--- src/gp5_params.svh ---
// constants for the five-bit port with oscillator takeover
`ifndef GP5_PARAMS_SVH
`define GP5_PARAMS_SVH
`define GP5_W 5
`define GP5_AW 20
`define GP5_IDX_LATCH 20'h07fd0
`define GP5_IDX_INPUT 20'h07fd1
`define GP5_IDX_DIR 20'h07fd2
`define GP5_IDX_OSC 20'h07fd8
`define GP5_RST_LATCH 5'h00
`define GP5_RST_DIR 5'h00
`define GP5_RST_OSC 8'h00
`define GP5_XT_A 2
`define GP5_XT_B 0
`define GP5_CF_A 7
`define GP5_CF_B 3
`define GP5_CF_C 1
`define GP5_XT_MASK 5'h03
`define GP5_CF_MASK 5'h18
`define GP5_PULL_MASK 5'h04
`define GP5_RESP_OKAY 2'h0
`define GP5_RESP_SLVERR 2'h2
`endif

--- src/gp5_pkg.sv ---
// types shared by the five-bit port
`include "gp5_params.svh"
package gp5_pkg;
   typedef enum logic [2:0] {
      GP5_SEL_LATCH,
      GP5_SEL_INPUT,
      GP5_SEL_DIR,
      GP5_SEL_OSC,
      GP5_SEL_NONE
   } gp5_sel_e;

   typedef struct packed {
      logic aw_full;
      logic [`GP5_AW-1:0] aw_addr;
      logic w_full;
      logic [7:0] w_data;
      logic w_lane;
      logic bvalid;
      logic [1:0] bresp;
      logic rvalid;
      logic [31:0] rdata;
      logic [1:0] rresp;
      logic awready;
      logic wready;
      logic arready;
      logic [`GP5_W-1:0] latch;
      logic [`GP5_W-1:0] dir;
      logic [7:0] osc;
      logic [`GP5_W-1:0] sync1;
      logic [`GP5_W-1:0] sync2;
      logic [`GP5_W-1:0] pin_out;
      logic [`GP5_W-1:0] pin_oe_n;
      logic [`GP5_W-1:0] pull_en;
      logic xt_run;
      logic cf_run;
   } gp5_state_s;
endpackage : gp5_pkg

--- src/gp5_port.sv ---
// five-bit port with crystal and ceramic oscillator takeover, axi4-lite registers
//
// Overview of operation
// - five-bit output latch, resets to zero
// - per-bit direction, 1 output, reset input
// - input view always shows pin levels after a two-flop synchroniser
// - selected oscillator overrides latch and direction
// - bits 0,1 crystal when control bits 2,0
// - gp bits drive when output, else float
// - bits 3,4 ceramic when control bits 7,3,1
// - bit 2 pull-up when input and latch 1
// - halt freezes every port bit at entry
// - deep hold keeps outputs, oscillator pins revert
`timescale 1ns/1ps
`include "gp5_params.svh"
module gp5_port
   import gp5_pkg::*;
#(
   parameter int ADDR_W = `GP5_AW
) (
   input wire logic clk,
   input wire logic rstn,
   input wire logic ce,
   input wire logic halt_req,
   input wire logic deep_hold_req,
   input wire logic [ADDR_W-1:0] s_axi_awaddr,
   input wire logic s_axi_awvalid,
   output logic s_axi_awready,
   input wire logic [31:0] s_axi_wdata,
   input wire logic [3:0] s_axi_wstrb,
   input wire logic s_axi_wvalid,
   output logic s_axi_wready,
   output logic [1:0] s_axi_bresp,
   output logic s_axi_bvalid,
   input wire logic s_axi_bready,
   input wire logic [ADDR_W-1:0] s_axi_araddr,
   input wire logic s_axi_arvalid,
   output logic s_axi_arready,
   output logic [31:0] s_axi_rdata,
   output logic [1:0] s_axi_rresp,
   output logic s_axi_rvalid,
   input wire logic s_axi_rready,
   input wire logic [`GP5_W-1:0] pin_in,
   output logic [`GP5_W-1:0] pin_out,
   output logic [`GP5_W-1:0] pin_oe_n,
   output logic [`GP5_W-1:0] pin_pullup_en,
   output logic crystal_run,
   output logic ceramic_run
);

   gp5_state_s s_reg;
   gp5_state_s s_next;

   // byte address is four times the register index
   function automatic gp5_sel_e decode(input logic [ADDR_W-1:0] addr);
      logic [ADDR_W+1:0] idx4;
      idx4 = {2'h0, addr};
      if (idx4 == ({2'h0, ADDR_W'(`GP5_IDX_LATCH)} << 2)) return GP5_SEL_LATCH;
      if (idx4 == ({2'h0, ADDR_W'(`GP5_IDX_INPUT)} << 2)) return GP5_SEL_INPUT;
      if (idx4 == ({2'h0, ADDR_W'(`GP5_IDX_DIR)} << 2)) return GP5_SEL_DIR;
      if (idx4 == ({2'h0, ADDR_W'(`GP5_IDX_OSC)} << 2)) return GP5_SEL_OSC;
      return GP5_SEL_NONE;
   endfunction : decode

   logic xt_sel;
   logic cf_sel;
   logic [`GP5_W-1:0] osc_mask;
   logic [`GP5_W-1:0] gp_oe_n;
   logic [`GP5_W-1:0] gp_pull;
   logic [`GP5_W-1:0] keep;
   logic do_write;
   gp5_sel_e wsel;
   gp5_sel_e rsel;

   assign xt_sel = s_reg.osc[`GP5_XT_A] & s_reg.osc[`GP5_XT_B];
   assign cf_sel = s_reg.osc[`GP5_CF_A] & s_reg.osc[`GP5_CF_B] & s_reg.osc[`GP5_CF_C];
   // oscillator takeover is dropped in deep hold so those pins fall back to the port
   assign osc_mask = deep_hold_req ? '0 :
                     ((xt_sel ? `GP5_XT_MASK : '0) | (cf_sel ? `GP5_CF_MASK : '0));
   assign gp_oe_n = ~s_reg.dir;
   assign gp_pull = ~s_reg.dir & s_reg.latch & `GP5_PULL_MASK;
   // halt holds all; deep hold holds all but the pins an oscillator had
   assign keep = halt_req ? '1 :
                 deep_hold_req ? ~((s_reg.xt_run ? `GP5_XT_MASK : '0) |
                                   (s_reg.cf_run ? `GP5_CF_MASK : '0)) : '0;
   assign do_write = s_reg.aw_full & s_reg.w_full & ~s_reg.bvalid;
   assign wsel = decode(s_reg.aw_addr);
   assign rsel = decode(s_axi_araddr);

   always_comb begin
      s_next = s_reg;
      // synchroniser, first stage only feeds the second
      s_next.sync1 = pin_in;
      s_next.sync2 = s_reg.sync1;
      if (s_axi_awvalid && s_reg.awready) begin
         s_next.aw_full = 1'b1;
         s_next.aw_addr = s_axi_awaddr;
      end
      if (s_axi_wvalid && s_reg.wready) begin
         s_next.w_full = 1'b1;
         s_next.w_data = s_axi_wdata[7:0];
         s_next.w_lane = s_axi_wstrb[0];
      end
      if (s_reg.bvalid && s_axi_bready) begin
         s_next.bvalid = 1'b0;
      end
      if (do_write) begin
         s_next.aw_full = 1'b0;
         s_next.w_full = 1'b0;
         s_next.bvalid = 1'b1;
         s_next.bresp = `GP5_RESP_OKAY;
         case (wsel)
            GP5_SEL_LATCH: begin
               if (s_reg.w_lane) s_next.latch = s_reg.w_data[`GP5_W-1:0];
            end
            GP5_SEL_DIR: begin
               if (s_reg.w_lane) s_next.dir = s_reg.w_data[`GP5_W-1:0];
            end
            GP5_SEL_OSC: begin
               if (s_reg.w_lane) s_next.osc = s_reg.w_data;
            end
            GP5_SEL_INPUT: begin
               s_next.bresp = `GP5_RESP_OKAY;
            end
            default: begin
               s_next.bresp = `GP5_RESP_SLVERR;
            end
         endcase
      end
      if (s_reg.rvalid && s_axi_rready) begin
         s_next.rvalid = 1'b0;
      end
      if (s_axi_arvalid && s_reg.arready) begin
         s_next.rvalid = 1'b1;
         s_next.rresp = `GP5_RESP_OKAY;
         case (rsel)
            GP5_SEL_LATCH: s_next.rdata = {27'h0, s_reg.latch};
            GP5_SEL_INPUT: s_next.rdata = {27'h0, s_reg.sync2};
            GP5_SEL_DIR: s_next.rdata = {27'h0, s_reg.dir};
            GP5_SEL_OSC: s_next.rdata = {24'h0, s_reg.osc};
            default: begin
               s_next.rdata = 32'h0;
               s_next.rresp = `GP5_RESP_SLVERR;
            end
         endcase
      end
      s_next.awready = ~s_next.aw_full & ~s_next.bvalid;
      s_next.wready = ~s_next.w_full & ~s_next.bvalid;
      s_next.arready = ~s_next.rvalid;
      // pin drive; an oscillator pin is released from the port driver
      for (int i = 0; i < `GP5_W; i++) begin
         if (!keep[i]) begin
            if (osc_mask[i]) begin
               s_next.pin_out[i] = 1'b0;
               s_next.pin_oe_n[i] = 1'b1;
               s_next.pull_en[i] = 1'b0;
            end else begin
               s_next.pin_out[i] = s_reg.latch[i];
               s_next.pin_oe_n[i] = gp_oe_n[i];
               s_next.pull_en[i] = gp_pull[i];
            end
         end
      end
      if (!halt_req) begin
         s_next.xt_run = |(osc_mask & `GP5_XT_MASK);
         s_next.cf_run = |(osc_mask & `GP5_CF_MASK);
      end
   end

   always_ff @(posedge clk) begin
      if (!rstn) begin
         s_reg <= '0;
         s_reg.latch <= `GP5_RST_LATCH;
         s_reg.dir <= `GP5_RST_DIR;
         s_reg.osc <= `GP5_RST_OSC;
         s_reg.pin_oe_n <= '1;
      end else if (ce) begin
         s_reg <= s_next;
      end
   end

   assign s_axi_awready = s_reg.awready;
   assign s_axi_wready = s_reg.wready;
   assign s_axi_bvalid = s_reg.bvalid;
   assign s_axi_bresp = s_reg.bresp;
   assign s_axi_arready = s_reg.arready;
   assign s_axi_rvalid = s_reg.rvalid;
   assign s_axi_rdata = s_reg.rdata;
   assign s_axi_rresp = s_reg.rresp;
   assign pin_out = s_reg.pin_out;
   assign pin_oe_n = s_reg.pin_oe_n;
   assign pin_pullup_en = s_reg.pull_en;
   assign crystal_run = s_reg.xt_run;
   assign ceramic_run = s_reg.cf_run;

   logic run;
   assign run = ce & ~halt_req & ~deep_hold_req;
endmodule : gp5_port

--- config.mk ---
export PLATFORM = sky130hd
export DESIGN_NAME = gp5_port
export DESIGN_NICKNAME = d
export VERILOG_FILES = /design/src/gp5_pkg.sv /design/src/gp5_port.sv
export VERILOG_INCLUDE_DIRS = /design/src /design/src/src
export SDC_FILE = /design/constraint.sdc
export NUM_CORES = 1
export LEC_CHECK = 0
export ABC_AREA = 1
export BUFFER_PORTS_ARGS = -buffer_cell sky130_fd_sc_hd__buf_2
export CAP_MARGIN = 20
export CORE_UTILIZATION = 25
export CTS_CLUSTER_DIAMETER = 200
export DETAILED_ROUTE_END_ITERATION = 6
export PLACE_DENSITY = 0.44
export SLEW_MARGIN = 20
export SYNTH_ARGS = -nofsm -noshare
export SYNTH_HDL_FRONTEND = slang
export SYNTH_SLANG_ARGS = --single-unit
--- constraint.sdc ---
create_clock -name clk -period 1.8 [get_ports clk]
set_input_delay 0.45 -clock clk [delete_from_list [all_inputs] [get_ports clk]]
set_output_delay 0.45 -clock clk [all_outputs]
set_load 0.01 [all_outputs]
# == Word-level counts from Yosys, hierarchy flattened ==
# Index checks and enable logic that the tools add are counted.
# op_classes
eq_ne,14
muxes,65
n_bitwise,23
reduce_logical,24
# op_table
operator,n
$eq 20x17->1 const B,8
$mux 3,17
$mux 1,35
$mux 35,1
$pmux 8 s4,1
$mux 5,5
$mux 21,1
$reduce_and 2->1,10
$eq 3x2->1 const B,4
$reduce_and 4->1,3
$not 1->1,11
$mux 10,1
$not 5->5,2
$or 2x5->5,2
$mux 2,4
$reduce_or 4->1,2
$and 1x1->1,7
$eq 3x1->1 const B,2
$logic_not 3->1,2
$logic_and 1x1->1,5
$reduce_or 2->1,2
$and 3x3->3,1
# word_totals
ff_bits,113
in_bits,91
output_inout_bits,58
elab_cells,157

# == Depth between registers and ports, before layout ==
# depth
depth_word,18
mapped_depth,10
depth_no_buf,10

# == Least setup slack after synthesis ==
# OpenSTA, ideal clock, no wires.
# synth_path
path_type,in2reg
from,input port ce
to,"register, netlist name pin_oe_n[0]"
setup_time_ns,0.120
arrival_ns,1.331
required_ns,1.680
setup_slack_ns,0.349
cell_stages,5
path_buffers,1
path_cell_list,buf_4 > inv_2 > nor2_2 > o21ai_1 > a211o_1
# synth_via
elab_chain_len,1
# synth_lines
item,line,rtl
"start, declared",gp5_port.sv:23,"input wire logic ce,"
$reduce_and 2->1 (no source line),--,
# Every way passes these cells.
# A chain may end at the register's enable or synchronous reset.

# == Worst setup path in the final report ==
# layout_path
from,register s_reg[97] in the netlist's numbering
to,register s_reg[37] in the netlist's numbering
# layout_via
elab_chain_len,11
word_cells_on_any_way,23
cone_classes,5 x eq/ne; 17 x mux; 1 x reduce/logical
# layout_lines
item,line,rtl
"start, declared",gp5_port.sv:51,gp5_state_s s_reg;
"start signal, assigned",gp5_port.sv:178,s_reg <= s_next;
$eq 20x17->1,gp5_port.sv:61,"if (idx4 == ({2'h0, ADDR_W'(`GP5_IDX_OSC)} << 2)) return GP5_SEL_OSC;"
$mux 1 (2 in a row),gp5_port.sv:61,
$mux 1,gp5_port.sv:60,"if (idx4 == ({2'h0, ADDR_W'(`GP5_IDX_DIR)} << 2)) return GP5_SEL_DIR;"
$mux 1,gp5_port.sv:59,"if (idx4 == ({2'h0, ADDR_W'(`GP5_IDX_INPUT)} << 2)) return GP5_SEL_INPUT;"
$mux 3,gp5_port.sv:62,return GP5_SEL_NONE;
$mux 3,gp5_port.sv:61,
$mux 3,gp5_port.sv:60,
$mux 3 (*),gp5_port.sv:59,
$eq 3x2->1 (*),gp5_port.sv:112,case (wsel)
$reduce_and 4->1 (no source line) (*),--,
# Every way passes the cells marked *; elsewhere a longest branch is shown, timed or not. The select of a mux whose other input is x is not followed.

==> flow_metrics.tcl <==
set metrics [dict create \
    synthToLayoutAreaGrowth_pct 20.0 \
    antennaDiodeCount 0 \
    final-hold-violation-count 0 \
    power.density_cell_area_nw_per_um2 849 \
    synthesis_warnings 0 \
    routability_congestion_estimate 0.839 \
    cap_violations 0 \
    chip_height_um 130 \
    detailedPlacementHpwl_mm 7.73 \
    number_of_register_bits_inferred_by_synthesis 87 \
    seq_power_share_pct 48.9 \
    drc_violation_count_after_routing 0 \
    power.switching_fraction_pct 24.3 \
    clockPowerShare_pct 42.2 \
    grt_pass1_wl_mm 16.0 \
    min_period_over_period_pct 86.1 \
    fin_worst_skew_ns 0.00786 \
    critical_path.max_fanout 6 \
    netlist-cell-type-count 30 \
    stdcell_area_um2 4900 \
    worst_setup_path_start_kind "flip-flop" \
    p_leak_nw 2.12 \
    cell_count_final_fillers_out 845 \
    sinks_on_the_clock_net 87 \
    cts.hold.buffers_added 0 \
    cts.reportedPaths.clkPinSlew_ns 0.06 \
    share_comb_of_total_power_pct 8.9 \
    tritonroute_pass_1_iters 5 \
    clockRootBuffer "sky130_fd_sc_hd__clkbuf_16" \
    design.final.nets 715 \
    port-buffer-count 91 \
    switching_power_w 0.00101 \
    cts_repair_resize_count 0 \
    post_cts_buffers 0 \
    cts_htree_levels 3 \
    crit_path_end_kind "flip-flop" \
    yosys.area_share.simple_pct 21.6 \
    post_drt_wl_per_cell_um 11.9 \
    placement_rows 46 \
    synth_fa_ha_area_share_pct 0 \
    global_route.usage.total_pct 12.3 \
    remaining_number_of_nets_flagged_by_the_antenna_check_after_routing 0 \
    syn-cell-area_um2 4080 \
    place.detailed.instances 828 \
    compound_cell_area_share_of_the_yosys_netlist_pct 18.6 \
    cts-buffers-inserted 9 \
    hold_crit_class "input pin to flip-flop" \
    report.power.total_w 0.00416 \
    setup_viol 0 \
    critical_path_class "flip-flop to flip-flop" \
    clock_insertion_delay_worst_skew_ns 0.34 \
    post_dp_cell_area_um2 4590 \
    vias_per_cell 4.20 \
    synth-seq-area-share_pct 42.7 \
    io_pins 149 \
    muxShareOfSynthArea_pct 0 \
    outcome "finished, final reports clean" \
    largest_reg_flops 54 \
    detailedRoute.firstIterationViolations 115 \
    irDropWorstVdd_uv 516 \
    rsz0062_at_grt "no" \
    crit_arrival_ns 1.78 \
    floorplan.initialDensity_pct 25.7 \
    clock_path_buffers 2 \
    tritoncts_clock_tree "yes" \
    synth_top_family_by_area "simple AND/OR/NAND/NOR gates" \
    fin_tns_setup_ns 0 \
    gr-total-overflow 0 \
    dieWidth_um 130 \
    maxSlewViolCount 0 \
    post_synth_xor_area_fraction_pct 0 \
    finalCriticalPeriod_ns 1.55 \
    die_area_um2 16800 \
    synthesis.instances 548 \
    power_internal_w 0.00315 \
    maxClockFrequency_mhz 645 \
    antenna_found_initial 0 \
    maximum_number_of_pins_on_one_net_before_global_route_repair 42 \
    drive_gt1_share_pct 23.4 \
    grt_pass1_vias 3401 \
    worstPathRequired_ns 2.03 \
    totalWireLength_mm 10.0 \
    number_of_vias_in_the_routed_layout 3550 \
    synthesis.area_per_instance_um2 7.45 \
    core_area_um2 15900 \
]
==> critical path, cell delays in order (launching register included) <==
cell	delay [ns]
sky130_fd_sc_hd__dfxtp_1	0.31
sky130_fd_sc_hd__inv_2	0.05
sky130_fd_sc_hd__nand2_1	0.07
sky130_fd_sc_hd__nor3_1	0.25
sky130_fd_sc_hd__nand2_1	0.14
sky130_fd_sc_hd__nor3_4	0.24
sky130_fd_sc_hd__nand3_1	0.22
sky130_fd_sc_hd__nand2_1	0.11
sky130_fd_sc_hd__a21oi_1	0.06
==> power groups by stage <==
stage	registers, W	clock network (W)	logic, W
finish	0.00203	0.00175	0.000370
global route	0.00204	0.00190	0.000428
CTS	0.00203	0.00181	0.000377
detailed placement	0.00208	0	0.000376
global placement	0.00208	0	0.000370
floorplan	0.00207	0	0.000282
==> placed cells by master, fill, tap and decap left out, types with 2 or more instances in the layout <==
master	Yosys	layout
sky130_fd_sc_hd__buf_2	3	91
sky130_fd_sc_hd__dfxtp_1	87	87
sky130_fd_sc_hd__a21oi_1	78	78
sky130_fd_sc_hd__nand2_1	70	70
sky130_fd_sc_hd__o21ai_0	51	51
sky130_fd_sc_hd__inv_1	50	50
sky130_fd_sc_hd__nor2_1	49	49
sky130_fd_sc_hd__conb_1	1	30
sky130_fd_sc_hd__nand3_1	22	22
sky130_fd_sc_hd__nand4_1	22	22
sky130_fd_sc_hd__buf_4	52	14
sky130_fd_sc_hd__o21ai_1	12	12
sky130_fd_sc_hd__inv_2	10	10
sky130_fd_sc_hd__clkbuf_16	0	9
sky130_fd_sc_hd__a211o_1	4	4
sky130_fd_sc_hd__nor3_4	3	3
sky130_fd_sc_hd__nor3_2	3	3
sky130_fd_sc_hd__clkinv_2	0	3
sky130_fd_sc_hd__buf_12	0	3
sky130_fd_sc_hd__nor3_1	2	2
sky130_fd_sc_hd__nor2_2	2	2
sky130_fd_sc_hd__clkbuf_8	0	2
sky130_fd_sc_hd__clkinv_4	0	2
==> per-layer routing <==
layer  vias to the layer above  routed length (µm)  track usage (%)
met4                         0                  89             2.74
met1                      1566                4590             14.5
met2                        96                4630             21.3
met5                         -                   0                0
li1                       1879                   -                -
met3                         9                 713             4.51
==> metrics by stage <==
stage	util (%)	setup slack, ns	hold WS [ns]
final	30.8	0.250	0.333
after global routing	30.8	0.0525	0.324
after CTS	30.7	0.151	0.326
after detailed placement	28.9	0.0857	0.439
after global placement	28.9	0.146	0.431
after floorplan	-	0.349	0.423
==> kinds of logic (layout without fill, tap and decap cells) <==
kind of cell / count (synthesis) / count (layout)
AOI/OAI and AO/OA: 147 / 147
buffers and inverters: 132 / 184
DFF: 87 / 87
other: 1 / 30
and+or+nand+nor: 181 / 181
==> synth_stat cells <==
cell type | instances | area, µm²
sky130_fd_sc_hd__dfxtp_1 | 87 | 1740
sky130_fd_sc_hd__a21oi_1 | 78 | 390
sky130_fd_sc_hd__nand2_1 | 70 | 263
sky130_fd_sc_hd__buf_4 | 52 | 390
sky130_fd_sc_hd__o21ai_0 | 51 | 255
sky130_fd_sc_hd__inv_1 | 50 | 188
sky130_fd_sc_hd__nor2_1 | 49 | 184
sky130_fd_sc_hd__nand3_1 | 22 | 110
sky130_fd_sc_hd__nand4_1 | 22 | 138
sky130_fd_sc_hd__clkbuf_1 | 16 | 60.1
sky130_fd_sc_hd__o21ai_1 | 12 | 60.1
sky130_fd_sc_hd__inv_2 | 10 | 37.5
sky130_fd_sc_hd__a211o_1 | 4 | 35.0
sky130_fd_sc_hd__buf_2 | 3 | 15.0
sky130_fd_sc_hd__nor3_2 | 3 | 30.0
sky130_fd_sc_hd__nor3_4 | 3 | 48.8
sky130_fd_sc_hd__nor2_2 | 2 | 12.5
sky130_fd_sc_hd__nor3_1 | 2 | 10.0
sky130_fd_sc_hd__a211oi_1 | 1 | 7.51
sky130_fd_sc_hd__buf_1 | 1 | 3.75
sky130_fd_sc_hd__conb_1 | 1 | 3.75
sky130_fd_sc_hd__nand2_2 | 1 | 6.26
sky130_fd_sc_hd__nand2_4 | 1 | 11.3
sky130_fd_sc_hd__nand3_4 | 1 | 17.5
sky130_fd_sc_hd__nand4_4 | 1 | 21.3
sky130_fd_sc_hd__nor2_4 | 1 | 11.3
sky130_fd_sc_hd__nor3b_1 | 1 | 7.51
sky130_fd_sc_hd__o2111ai_1 | 1 | 8.76
sky130_fd_sc_hd__or2_0 | 1 | 6.26
sky130_fd_sc_hd__or2_1 | 1 | 6.26
==> layout make-up <==
type                       count  area, µm²
inverter                      60        225
clock inverter                 5       32.5
sequential                    87       1740
tap                          216        270
fill                        1761      11000
timing repair buffer         108        621
multi-input combinational    358       1750
clock buffer                  11        253
==> path summary, 6_finish.rpt <==
path / from / to / slack, ns / cells past startpoint
setup reg to reg: s_reg[97] / s_reg[37] / 0.25 / 8
hold reg to reg: s_reg[93] / s_reg[93] / 0.45 / 2
hold / removal: pin_in[1] / s_next[18] / 0.33 / 3
setup / recovery: s_reg[97] / s_reg[37] / 0.25 / 8
Power figures use the tool's default switching activity.
